<file path="config.mk">
export PLATFORM = sky130hd
export DESIGN_NAME = arf_formatter
export DESIGN_NICKNAME = d
export VERILOG_FILES = /design/src/arf_pkg.sv /design/src/arf_formatter.sv /design/src/arf_justify.sv
export SDC_FILE = /design/constraint.sdc
export NUM_CORES = 1
export LEC_CHECK = 0
export BUFFER_PORTS_ARGS = -buffer_cell sky130_fd_sc_hd__buf_2
export CAP_MARGIN = 0
export CELL_PAD_IN_SITES_DETAIL_PLACEMENT = 2
export CELL_PAD_IN_SITES_GLOBAL_PLACEMENT = 2
export CORE_MARGIN = 3
export CORE_UTILIZATION = 31
export DETAILED_ROUTE_END_ITERATION = 8
export PLACE_DENSITY_LB_ADDON = 0.25
export SLEW_MARGIN = 25
export SYNTH_ARGS = -nofsm -noshare
export SYNTH_HDL_FRONTEND = slang
export SYNTH_HIERARCHICAL = 1
export SYNTH_SLANG_ARGS = --single-unit
</file>
<file path="constraint.sdc">
create_clock -name CLK_IN -period 1.6 [get_ports CLK_IN]
set_input_delay 0.24 -clock CLK_IN [delete_from_list [all_inputs] [get_ports CLK_IN]]
set_output_delay 0.24 -clock CLK_IN [all_outputs]
set_load 0.01 [all_outputs]
</file>
<file path="src/arf_pkg.sv">
// Package for the converter result formatter: register addresses, fields, reset values.
// Assumes an 8-bit special-function-register bus with 8-bit addresses.
package arf_pkg;
    localparam logic [7:0] ADDR_RESULT_LOW  = 8'hBE;
    localparam logic [7:0] ADDR_RESULT_HIGH = 8'hBF;
    localparam logic [7:0] ADDR_CONTROL     = 8'hE8;
    localparam int         CTL_ENABLE_BIT   = 7;
    localparam int         CTL_TRACK_BIT    = 6;
    localparam int         CTL_DONE_BIT     = 5;
    localparam int         CTL_BUSY_BIT     = 4;
    localparam int         CTL_STM_LSB      = 2;
    localparam int         CTL_WINT_BIT     = 1;
    localparam int         CTL_LJUST_BIT    = 0;
    localparam logic [1:0] STM_SOFTWARE     = 2'h0;
    localparam logic [7:0] RESULT_RESET     = 8'h00;
    localparam logic [7:0] CONTROL_RESET    = 8'h00;
    localparam int         RESULT_WIDTH     = 10;
endpackage

</file>
<file path="src/arf_formatter.sv">
// Converter result formatter: control register, completion and window flags, result bytes.
// Assumes the analog core reports a raw code with a busy level and a window-hit strobe.
//
// What this block does
// [RULE1] Each 10-bit result is stored across a high and low byte register, placed per the justify bit.
// [RULE2] Right justified: result 9:8 in high 1:0, 7:0 in low, high 7:2 zero for single-ended.
// [RULE3] Right justified differential: high 7:2 copy high bit 1 as sign extension.
// [RULE4] Left justified: result 9:2 in high, 1:0 in low 7:6, low 5:0 zero.
// [RULE5] Single-ended codes have 10 magnitude bits, differential codes 9 bits plus sign.
// [RULE6] Differential negative full scale reads 0xFE00 right justified and 0x8000 left justified.
// [RULE7] The done flag sets on the falling edge of busy and holds until software clears it.
// [RULE8] With start source 00b, writing one to busy starts a conversion; writing zero does nothing.
// [RULE9] A window-compare flag sets when a result meets the limit test and software clears it.
// [RULE10] Both result bytes update in the same cycle the done flag sets.
`timescale 1ns/100ps
module arf_formatter
    import arf_pkg::*;
(
    input  wire logic                    CLK_IN,
    input  wire logic                    NRST_IN,
    input  wire logic [7:0]              SFR_ADDR_IN,
    input  wire logic [7:0]              SFR_WDATA_IN,
    input  wire logic                    SFR_WR_IN,
    input  wire logic                    SFR_RD_IN,
    output logic      [7:0]              SFR_RDATA_OUT,
    input  wire logic                    DIFF_MODE_IN,
    input  wire logic                    CONV_BUSY_IN,
    input  wire logic [RESULT_WIDTH-1:0] CONV_CODE_IN,
    input  wire logic                    WINDOW_HIT_IN,
    output logic                         CONV_START_OUT,
    output logic                         ENABLE_OUT,
    output logic                         TRACK_MODE_OUT,
    output logic      [1:0]              START_SOURCE_OUT,
    output logic                         DIFF_ACTIVE_OUT
);
    logic [7:0] control_reg, control_next;
    logic [7:0] low_reg, low_next;
    logic [7:0] high_reg, high_next;
    logic       busy_d_reg;
    logic       start_reg;
    logic       diff_reg;
    logic [7:0] rdata_reg, rdata_next;
    logic [7:0] fmt_high, fmt_low;

    wire wr_ctl  = SFR_WR_IN & (SFR_ADDR_IN == ADDR_CONTROL);
    wire wr_low  = SFR_WR_IN & (SFR_ADDR_IN == ADDR_RESULT_LOW);
    wire wr_high = SFR_WR_IN & (SFR_ADDR_IN == ADDR_RESULT_HIGH);
    wire busy_fall = busy_d_reg & ~CONV_BUSY_IN;                        // see [RULE7]
    wire sw_start  = wr_ctl & SFR_WDATA_IN[CTL_BUSY_BIT]
                   & (control_reg[CTL_STM_LSB+:2] == STM_SOFTWARE);     // see [RULE8]
    wire done_set  = busy_fall;
    wire wint_set  = busy_fall & WINDOW_HIT_IN;                         // see [RULE9]

    // Differential codes keep 9 bits plus sign; single-ended uses all 10 bits
    arf_justify u_justify (                                             // see [RULE5] see [RULE6]
        .code_in  (CONV_CODE_IN),
        .left_in  (control_reg[CTL_LJUST_BIT]),
        .diff_in  (DIFF_MODE_IN),
        .high_out (fmt_high),
        .low_out  (fmt_low)
    );

    // Control: software fields written, flags set by hardware win over clear
    always_comb begin
        control_next = control_reg;
        if (wr_ctl) begin
            control_next = SFR_WDATA_IN;
        end
        control_next[CTL_BUSY_BIT] = CONV_BUSY_IN | start_reg | sw_start;
        if (done_set) begin
            control_next[CTL_DONE_BIT] = 1'b1;                          // see [RULE7]
        end
        if (wint_set) begin
            control_next[CTL_WINT_BIT] = 1'b1;                          // see [RULE9]
        end
    end

    // Results load together with the done flag
    assign low_next  = done_set ? fmt_low  : (wr_low  ? SFR_WDATA_IN : low_reg);   // see [RULE10]
    assign high_next = done_set ? fmt_high : (wr_high ? SFR_WDATA_IN : high_reg);  // see [RULE10]

    assign rdata_next = !SFR_RD_IN                       ? 8'h00 :
                        (SFR_ADDR_IN == ADDR_CONTROL)     ? control_reg :
                        (SFR_ADDR_IN == ADDR_RESULT_LOW)  ? low_reg :
                        (SFR_ADDR_IN == ADDR_RESULT_HIGH) ? high_reg : 8'h00;

    always_ff @(posedge CLK_IN) begin
        if (!NRST_IN) begin
            control_reg <= CONTROL_RESET;
            low_reg     <= RESULT_RESET;
            high_reg    <= RESULT_RESET;
            busy_d_reg  <= 1'b0;
            start_reg   <= 1'b0;
            diff_reg    <= 1'b0;
            rdata_reg   <= 8'h00;
        end else begin
            control_reg <= control_next;
            low_reg     <= low_next;
            high_reg    <= high_next;
            busy_d_reg  <= CONV_BUSY_IN;
            start_reg   <= sw_start;                                    // see [RULE8]
            diff_reg    <= DIFF_MODE_IN;
            rdata_reg   <= rdata_next;
        end
    end

    assign SFR_RDATA_OUT    = rdata_reg;
    assign CONV_START_OUT   = start_reg;
    assign ENABLE_OUT       = control_reg[CTL_ENABLE_BIT];
    assign TRACK_MODE_OUT   = control_reg[CTL_TRACK_BIT];
    assign START_SOURCE_OUT = control_reg[CTL_STM_LSB+:2];
    assign DIFF_ACTIVE_OUT  = diff_reg;
endmodule

</file>
<file path="src/arf_justify.sv">
// Justifier: maps a 10-bit conversion code to the high/low byte pair.
// Assumes a combinational use inside the formatter; no clock.
`timescale 1ns/100ps
module arf_justify
    import arf_pkg::*;
(
    input  wire logic [RESULT_WIDTH-1:0] code_in,
    input  wire logic                    left_in,
    input  wire logic                    diff_in,
    output logic      [7:0]              high_out,
    output logic      [7:0]              low_out
);
    wire       ext_bit = diff_in & code_in[9];
    wire [7:0] r_high  = {{6{ext_bit}}, code_in[9:8]};                  // see [RULE2] see [RULE3]
    wire [7:0] l_high  = code_in[9:2];                                  // see [RULE4]
    wire [7:0] l_low   = {code_in[1:0], 6'h00};                         // see [RULE4]
    assign high_out = left_in ? l_high : r_high;                        // see [RULE1]
    assign low_out  = left_in ? l_low  : code_in[7:0];                  // see [RULE2]
endmodule

</file>
==> impl_metrics.json, run 1 <==
{
  "root_buffer": "clkbuf_8",
  "post_cts_buffers": 0,
  "grt_max_degree": 40,
  "postSynthCellCount": 218,
  "initial_utilization_pct": 32.48,
  "synth_area_leaders": "dfxtp_1 (36%), a311oi_1 (9.0%), a211oi_1 (4.6%)",
  "grtUsageTotal_pct": 18.84,
  "dp_hpwl_microns": 5062,
  "cp_top_family": "flip-flops",
  "worstPathRequired_ns": 1.77,
  "fin_nets": 295,
  "power-per-cell-area_mw_per_mm2": 755.6,
  "synthMuxAreaShare_pct": 3.087,
  "final_area_sq_mm": 0.002385,
  "cts_tree": "built",
  "maxCapViolations": 0,
  "portBuffers": 46,
  "cts_htree_levels": 2,
  "antenna_cells": 0,
  "synthesis.nets": 251,
  "grt_overflow": 0,
  "area_growth_pct": 22.57,
  "peakVddDrop_v": 0.0002772,
  "antenna_found_initial": 0,
  "synth_top_family_by_area": "compound AO/OA/AOI/OAI gates",
  "fin_cells": 336,
  "first_pass_iters": 4,
  "crit_start": "control_reg[0]",
  "reg2reg_from": "control_reg[0]",
  "crit_buf_inv": 1,
  "path_max_fanout": 8,
  "ys_warn_count": 6,
  "postCtsHoldBufs": 0,
  "grt_pass1_vias": 1989,
  "worstPathArrival_ns": 1.64,
  "dp_cells": 330,
  "slew_viol_final": 0,
  "multi_input_area_sq_mm": 0.001080,
  "cp_cell_sequence": "buf_4, mux2_4, o21ai_0, a211oi_1",
  "worst_slew_pin_slew_ns": 0.5284,
  "cts_resized": 0,
  "wl_per_cell_microns": 19.90,
  "cts_buffers": 5,
  "seq_area_sq_um": 700.7,
  "finalPower_mw": 1.802,
  "synth_simple_gate_area_share_pct": 22.51,
  "fp.dieH_microns": 85.22,
  "hold_viol_final": 0,
  "dieArea_sq_mm": 0.007262,
  "ys_seq_elements": 35,
  "clockBufferDepth": 2,
  "clk_pin_slew_ns": 0.08,
  "worstSetupPathType": "register to register",
  "synthDistinctLibCells": 36,
  "slowest_stage": "dfxtp_1",
  "ys_seq_area_share_pct": 36.01,
  "clkSinkCount": 35,
  "routed_wl_microns": 6687,
  "fmax_mhz": 678.1,
  "postRouteAntennaNets": 0,
  "grt_first_pass_wirelength_microns": 10870,
  "fill_cells": 680,
  "io_pins": 47,
  "drt-initial-drc-count": 100,
  "crit_path_max_incr_delay_ns": 0.59,
  "place.gp.congestion": 0.7230,
  "status": "finished, final reports clean",
  "drive_gt1_share_pct": 31.80,
  "dpl_cell_area_sq_mm": 0.002308,
  "synth_fa_ha_area_share_pct": 0,
  "die_w_microns": 85.22,
  "syn_area_sq_mm": 0.001946,
  "min_from": "SFR_WDATA_IN[3]",
  "vias": 1954,
  "rsz0062_at_grt": "false",
  "holdWs_ns": 0.2147,
  "post-route-period-util_pct": 92.17,
  "synth_top_area_share_pct": 36.01,
  "synth_xor_area_share_pct": 0,
  "avgSynthCellArea_sq_um": 8.925,
  "vias_per_cell": 5.815,
  "synth-compound-area-share_pct": 29.90,
  "cp-start-kind": "register",
  "worst_clock_skew_ns": 0.008417,
  "row_count": 28,
  "hp-class": "primary input to register",
  "core_sq_mm": 0.005991,
  "setup_viol": 0,
  "clk_latency_ns": 0.29,
  "endpoint_kind": "register",
  "power.leakage_nw": 0.9270,
  "drc": 0,
  "period_needed_ns": 1.475,
  "yosysTopAreaCell": "dfxtp_1",
  "slew_headroom_pct": 64.78
}
stage by stage:
step	util [%]	setup slack, ns	setup TNS (ns)
finish	39.81	0.1254	0
global route	39.81	0.07614	0
global placement	38.53	0.05429	0
detailed placement	38.53	-0.005153	-0.005153
floorplan	-	0.1985	0
CTS	39.81	0.1295	0
power breakdown:
group	internal (mW)	switching, mW	leakage, nW
Combinational	0.112	0.152	0.606
Sequential	0.899	0.0155	0.285
Clock	0.289	0.334	0.0361
Total	1.30	0.502	0.927
layer usage:
| metal | routed length, microns | vias up | GRT usage [%] |
|---|---|---|---|
| li1 | - | 933 | - |
| met1 | 3184 | 969 | 26.47 |
| met2 | 3217 | 45 | 30.58 |
| met3 | 208 | 7 | 2.039 |
| met4 | 76 | 0 | 5.180 |
| met5 | 0 | - | 0 |
cell families (layout without fill, tap and decap cells):
logic type             count (synthesis)  after routing
buffers and inverters                 33             76
AND/OR/NAND/NOR                       74             74
flip-flops                            35             35
multiplexers                           4              4
AO/OA/AOI/OAI                         72             72
cells in the mapped netlist, drive strengths merged:
library cell	instances
a211oi	12
a21oi	5
a311oi	20
a31o	1
a31oi	6
a41o	4
and2	3
and3	2
and4	1
and4b	2
buf	12
clkbuf	14
dfxtp	35
inv	7
mux2	4
nand2	13
nand2b	1
nand3	16
nand3b	1
nand4	7
nand4b	1
nor2	7
nor2b	7
nor3	9
nor4	1
nor4b	1
o21a	1
o21ai	12
o221a	4
o31a	1
o31ai	6
or3b	1
or4b	1
worst reg2reg max path: stages, from the launching register on:
cell	delay, ns
dfxtp_1	0.59
buf_4	0.22
mux2_4	0.29
o21ai_0	0.19
a211oi_1	0.06
layout make-up:
type / instances / area share (%)
Multi-Input combinational cell: 150 / 45.28
Clock inverter: 1 / 0.3148
Sequential cell: 35 / 29.38
Tap cell: 75 / 3.935
Clock buffer: 5 / 2.886
Timing Repair Buffer: 63 / 17.10
Inverter: 7 / 1.102
path summary, 6_finish.rpt:
| kind | end | slack (ns) | cells past startpoint |
|---|---|---|---|
| worst min-delay path | control_reg[3] | 0.21 | 3 |
| worst max-delay path | high_reg[0] | 0.13 | 4 |
| worst min register to register | control_reg[7] | 0.51 | 2 |
| worst max register to register | high_reg[0] | 0.13 | 4 |
layout by cell type (no fill, tap or decap), types with 2 or more instances in the layout:
cell / synthesis / final
a211oi_1: 12 / 12
a21oi_1: 5 / 5
a311oi_1: 20 / 20
a31oi_1: 6 / 6
a41o_1: 4 / 4
and2_1: 3 / 3
and3_1: 2 / 2
and4b_1: 2 / 2
buf_12: 0 / 4
buf_2: 6 / 46
buf_4: 3 / 13
clkbuf_8: 0 / 5
dfxtp_1: 35 / 35
inv_1: 7 / 7
mux2_4: 4 / 4
nand2_1: 13 / 13
nand3_1: 16 / 16
nand4_1: 7 / 7
nor2_1: 7 / 7
nor2b_1: 7 / 7
nor3_1: 9 / 9
o21ai_0: 12 / 12
o221a_1: 4 / 4
o31ai_2: 5 / 5
(Power assumes the default switching activity.)
==> run 2: changes to the inputs <==
clock period = 1.4 ns   (was 1.6 ns; I/O delays follow)
==> run 2 against run 1 <==
Net effect:
- worst setup slack got worse by 0.021 ns
- clock skew fell by 0.0032 ns
- clock power rose by 22%
- via count fell by 0.41%
- final cell count rose by 1.2%
- routed wire length fell by 2.1%
- critical path type unchanged
- non-clock buffer count rose by 3
- critical endpoint is now low_reg[0]
- combinational power rose by 19%
- maximum frequency rose by 14%
==> impl_metrics.json, run 2 (synthesized netlist as in run 1, its figures left out) <==
{
  "holdWs_ns": 0.1785,
  "hp-class": "primary input to register",
  "timing.final.ws_setup_ns": 0.1046,
  "fin_cells": 340,
  "hold_viol_final": 0,
  "worstSetupPathType": "register to register",
  "worstPathArrival_ns": 1.48,
  "first_pass_iters": 4,
  "clk_latency_ns": 0.29,
  "maxCapViolations": 0,
  "postRouteAntennaNets": 0,
  "die_w_microns": 85.22,
  "clkSinkCount": 35,
  "initial_utilization_pct": 32.48,
  "p_int_mw": 1.552,
  "final_area_sq_mm": 0.002456,
  "antenna_cells": 0,
  "antenna_found_initial": 0,
  "period_needed_ns": 1.295,
  "dp_hpwl_microns": 4917,
  "tns_ns": 0,
  "finalPower_mw": 2.117,
  "rsz0062_at_grt": "false",
  "peakVddDrop_v": 0.0003562,
  "dp_cells": 333,
  "grtUsageTotal_pct": 18.73,
  "post_cts_buffers": 0,
  "dpl_cell_area_sq_mm": 0.002369,
  "layout_commonest_cell": "buf_2",
  "power.switching_mw": 0.5649,
  "power.share.combinational_pct": 14.8,
  "clk_pin_slew_ns": 0.07,
  "drt-initial-drc-count": 99,
  "worst_clock_skew_ns": 0.005200,
  "layout_common_cells": "buf_2 (46), dfxtp_1 (35), a311oi_1 (20), nand3_1 (16)",
  "status": "finished, final reports clean",
  "postCtsHoldBufs": 0,
  "routed_wl_microns": 6546,
  "cts_buffers": 5,
  "row_count": 28,
  "area_growth_pct": 26.24,
  "worst_slew_pin_slew_ns": 0.4064,
  "grt_max_degree": 40,
  "pre_cts_slack_ns": -0.1544,
  "vias": 1946,
  "portBuffers": 46,
  "cts_htree_levels": 2,
  "cts_resized": 0,
  "cp-start-kind": "register",
  "path_max_fanout": 24,
  "post-route-util_pct": 41.00,
  "p_clk_share_pct": 35.9,
  "fp.dieH_microns": 85.22,
  "post-route-period-util_pct": 92.53,
  "root_buffer": "clkbuf_8",
  "fmax_mhz": 772.0,
  "slew_headroom_pct": 72.88,
  "io_pins": 47,
  "grt_overflow": 0,
  "setup_viol": 0,
  "cts_tree": "built",
  "fin_nets": 298,
  "grt_pass1_vias": 1972,
  "worstPathRequired_ns": 1.58,
  "endpoint_kind": "register",
  "core_sq_mm": 0.005991,
  "place.gp.congestion": 0.7231,
  "clockBufferDepth": 2,
  "vias_per_cell": 5.724,
  "grt_first_pass_wirelength_microns": 10780,
  "drive_gt1_share_pct": 32.83,
  "drc": 0,
  "dieArea_sq_mm": 0.007262,
  "slew_viol_final": 0,
  "power-per-cell-area_mw_per_mm2": 861.8,
  "power.leakage_nw": 0.9665,
  "wl_per_cell_microns": 19.25,
  "pwr-share-seq_pct": 49.3,
  "swShare_pct": 26.69
}
## run 2: power by group through the flow
stage,Clock [mW],Combinational (mW),Sequential [mW]
6_report,0.759,0.313,1.04
5_1_grt,0.828,0.346,1.05
4_1_cts,0.787,0.317,1.04
3_5_place_dp,0,0.314,1.07
3_3_place_gp,0,0.304,1.06
2_1_floorplan,0,0.160,1.06
## run 2: final cells by class
cell class                      count  area [sq um]
Inverter                            7         26.28
Clock buffer                        6         82.58
Clock inverter                      1         5.005
Timing Repair Buffer               66         467.9
Sequential cell                    35         700.7
Multi-Input combinational cell    150          1080
Tap cell                           75         93.84
Fill cell                         692          3535
## run 2: path summary, 6_finish.rpt
check | startpoint | end | slack (ns) | depth (start not counted)
min reg2reg | control_reg[6] | control_reg[6] | 0.50 | 2
min | CONV_BUSY_IN | busy_d_reg | 0.18 | 2
max | busy_d_reg | low_reg[0] | 0.10 | 4
max reg2reg | busy_d_reg | low_reg[0] | 0.10 | 4
## run 2: critical path, cell delays in order, from the launching register on
cell and delay (ns):
dfxtp_1 0.33, nor2b_1 0.23, buf_12 0.21, nor2_1 0.10
a211oi_1 0.32
## run 2: per-layer routing
layer  vias up  part of all wire (%)  track usage, %
li1        936                     -               -
met4         0                  0.86           5.180
met1       960                    47           25.79
met5         -                     0               0
met3         6                   4.9           2.816
met2        44                    47           30.44
==> run 3: changes to the inputs <==
RECOVER_POWER = 100   (was unset)
==> run 3 against run 2 <==
Net effect:
- global-route usage stayed put
- combinational power is 4% lower
- cell area is 3.4% lower
- clock power is 0.5% higher
- critical path depth is 1 lower
- critical path type unchanged
- critical endpoint is now CONV_START_OUT
- highest routed layer unchanged
==> impl_metrics.json, run 3 (synthesized netlist as in run 1, its figures left out) <==
{
  "status": "finished, final reports clean",
  "portBuffers": 46,
  "initial_utilization_pct": 32.48,
  "row_count": 28,
  "worstPathArrival_ns": 1.54,
  "cts_buffers": 5,
  "seq_area_sq_um": 700.7,
  "vias": 1932,
  "slew_headroom_pct": 76.87,
  "drive_gt1_share_pct": 22.26,
  "postRouteAntennaNets": 0,
  "endpoint_kind": "register",
  "routed_wl_microns": 6578,
  "worst_slew_pin_slew_ns": 0.3437,
  "fp.dieH_microns": 85.22,
  "grt_first_pass_wirelength_microns": 10780,
  "cts_tree": "built",
  "dp_hpwl_microns": 4917,
  "clkSinkCount": 35,
  "fmax_mhz": 765.6,
  "holdWs_ns": 0.1790,
  "final_area_sq_mm": 0.002372,
  "maxCapViolations": 0,
  "clockBufferDepth": 2,
  "drt-initial-drc-count": 107,
  "cp.depth": 3,
  "grt_overflow": 0,
  "antenna_found_initial": 0,
  "worstPathRequired_ns": 1.64,
  "reg2reg_depth": 3,
  "crit_buf_inv": 0,
  "cp_cell_sequence": "or3b_2, nor4_1, and2_1",
  "crit_path_max_incr_delay_ns": 0.47,
  "power.leakage_nw": 0.8800,
  "clk_pin_slew_ns": 0.07,
  "post-route-util_pct": 39.60,
  "rsz0062_at_grt": "false",
  "dieArea_sq_mm": 0.007262,
  "post_cts_buffers": 0,
  "antenna_cells": 0,
  "post-route-period-util_pct": 93.29,
  "period_needed_ns": 1.306,
  "fill_cells": 712,
  "drc": 0,
  "fin_cells": 340,
  "path_max_fanout": 4,
  "fin_nets": 298,
  "vias_per_cell": 5.682,
  "setup_viol": 0,
  "worst_clock_skew_ns": 0.004127,
  "cts_resized": 0,
  "finalPower_mw": 2.108,
  "hold_viol_final": 0,
  "root_buffer": "clkbuf_8",
  "grtUsageTotal_pct": 18.73,
  "worstSetupPathType": "register to register",
  "clk_latency_ns": 0.29,
  "area_growth_pct": 21.93,
  "whs_path_depth": 2,
  "dp_cells": 333,
  "layout_commonest_cell": "dfxtp_1",
  "dpl_cell_area_sq_mm": 0.002369,
  "slew_viol_final": 0,
  "io_pins": 47,
  "wl_per_cell_microns": 19.35,
  "postCtsHoldBufs": 0,
  "grt_max_degree": 40,
  "core_sq_mm": 0.005991,
  "first_pass_iters": 4,
  "peakVddDrop_v": 0.0003576,
  "die_w_microns": 85.22,
  "cp_top_family": "simple AND/OR/NAND/NOR gates",
  "power-per-cell-area_mw_per_mm2": 888.4,
  "hp-class": "primary input to register",
  "layout_common_cells": "dfxtp_1 (35), buf_2 (29), a311oi_1 (20), clkbuf_1 (18), nand3_1 (16)",
  "place.gp.congestion": 0.7231,
  "slowest_stage": "or3b_2",
  "cts_htree_levels": 2,
  "grt_pass1_vias": 1972,
  "cp-start-kind": "register",
  "multi_input_area_sq_mm": 0.001023
}
-- run 3: metrics by stage --
stage	worst slack (ns)	TNS, ns
floorplan	0.02851	0
global placement	-0.1112	-1.212
detailed placement	-0.1544	-1.822
CTS	0.1002	0
global route	0.02156	0
finish	0.09389	0
-- run 3: metal layers --
metal | global-route usage [%] | share of wire [%]
met4 | 5.180 | 0.90
met2 | 30.44 | 47
met1 | 25.79 | 49
met3 | 2.816 | 3.6
met5 | 0 | 0
-- run 3: layout make-up --
class	count	share of cell area, %
multi-input cells	150	43.14
flip-flops and latches	35	29.54
repair buffers	66	18.57
well taps	75	3.956
clock buffers	6	3.481
inverters	7	1.108
clock inverters	1	0.2110
-- run 3: worst paths after layout --
check / from / slack (ns) / endpoint
worst max-delay path: control_reg[3] / 0.09 / CONV_START_OUT
worst min register to register: control_reg[6] / 0.50 / control_reg[6]
worst max register to register: control_reg[3] / 0.09 / CONV_START_OUT
worst min-delay path: CONV_BUSY_IN / 0.18 / busy_d_reg
-- run 3: worst reg2reg max path: cells and delay by family, from the launching register on --
kind | cells | cell delay, ns
simple gates | 3 | 0.91
flops | 1 | 0.34
-- run 3: power by group --
group / internal [mW] / switching, mW / leakage [nW]
clock: 0.386 / 0.376 / 0.0470
combinational: 0.131 / 0.170 / 0.548
sequential: 1.03 / 0.0172 / 0.285
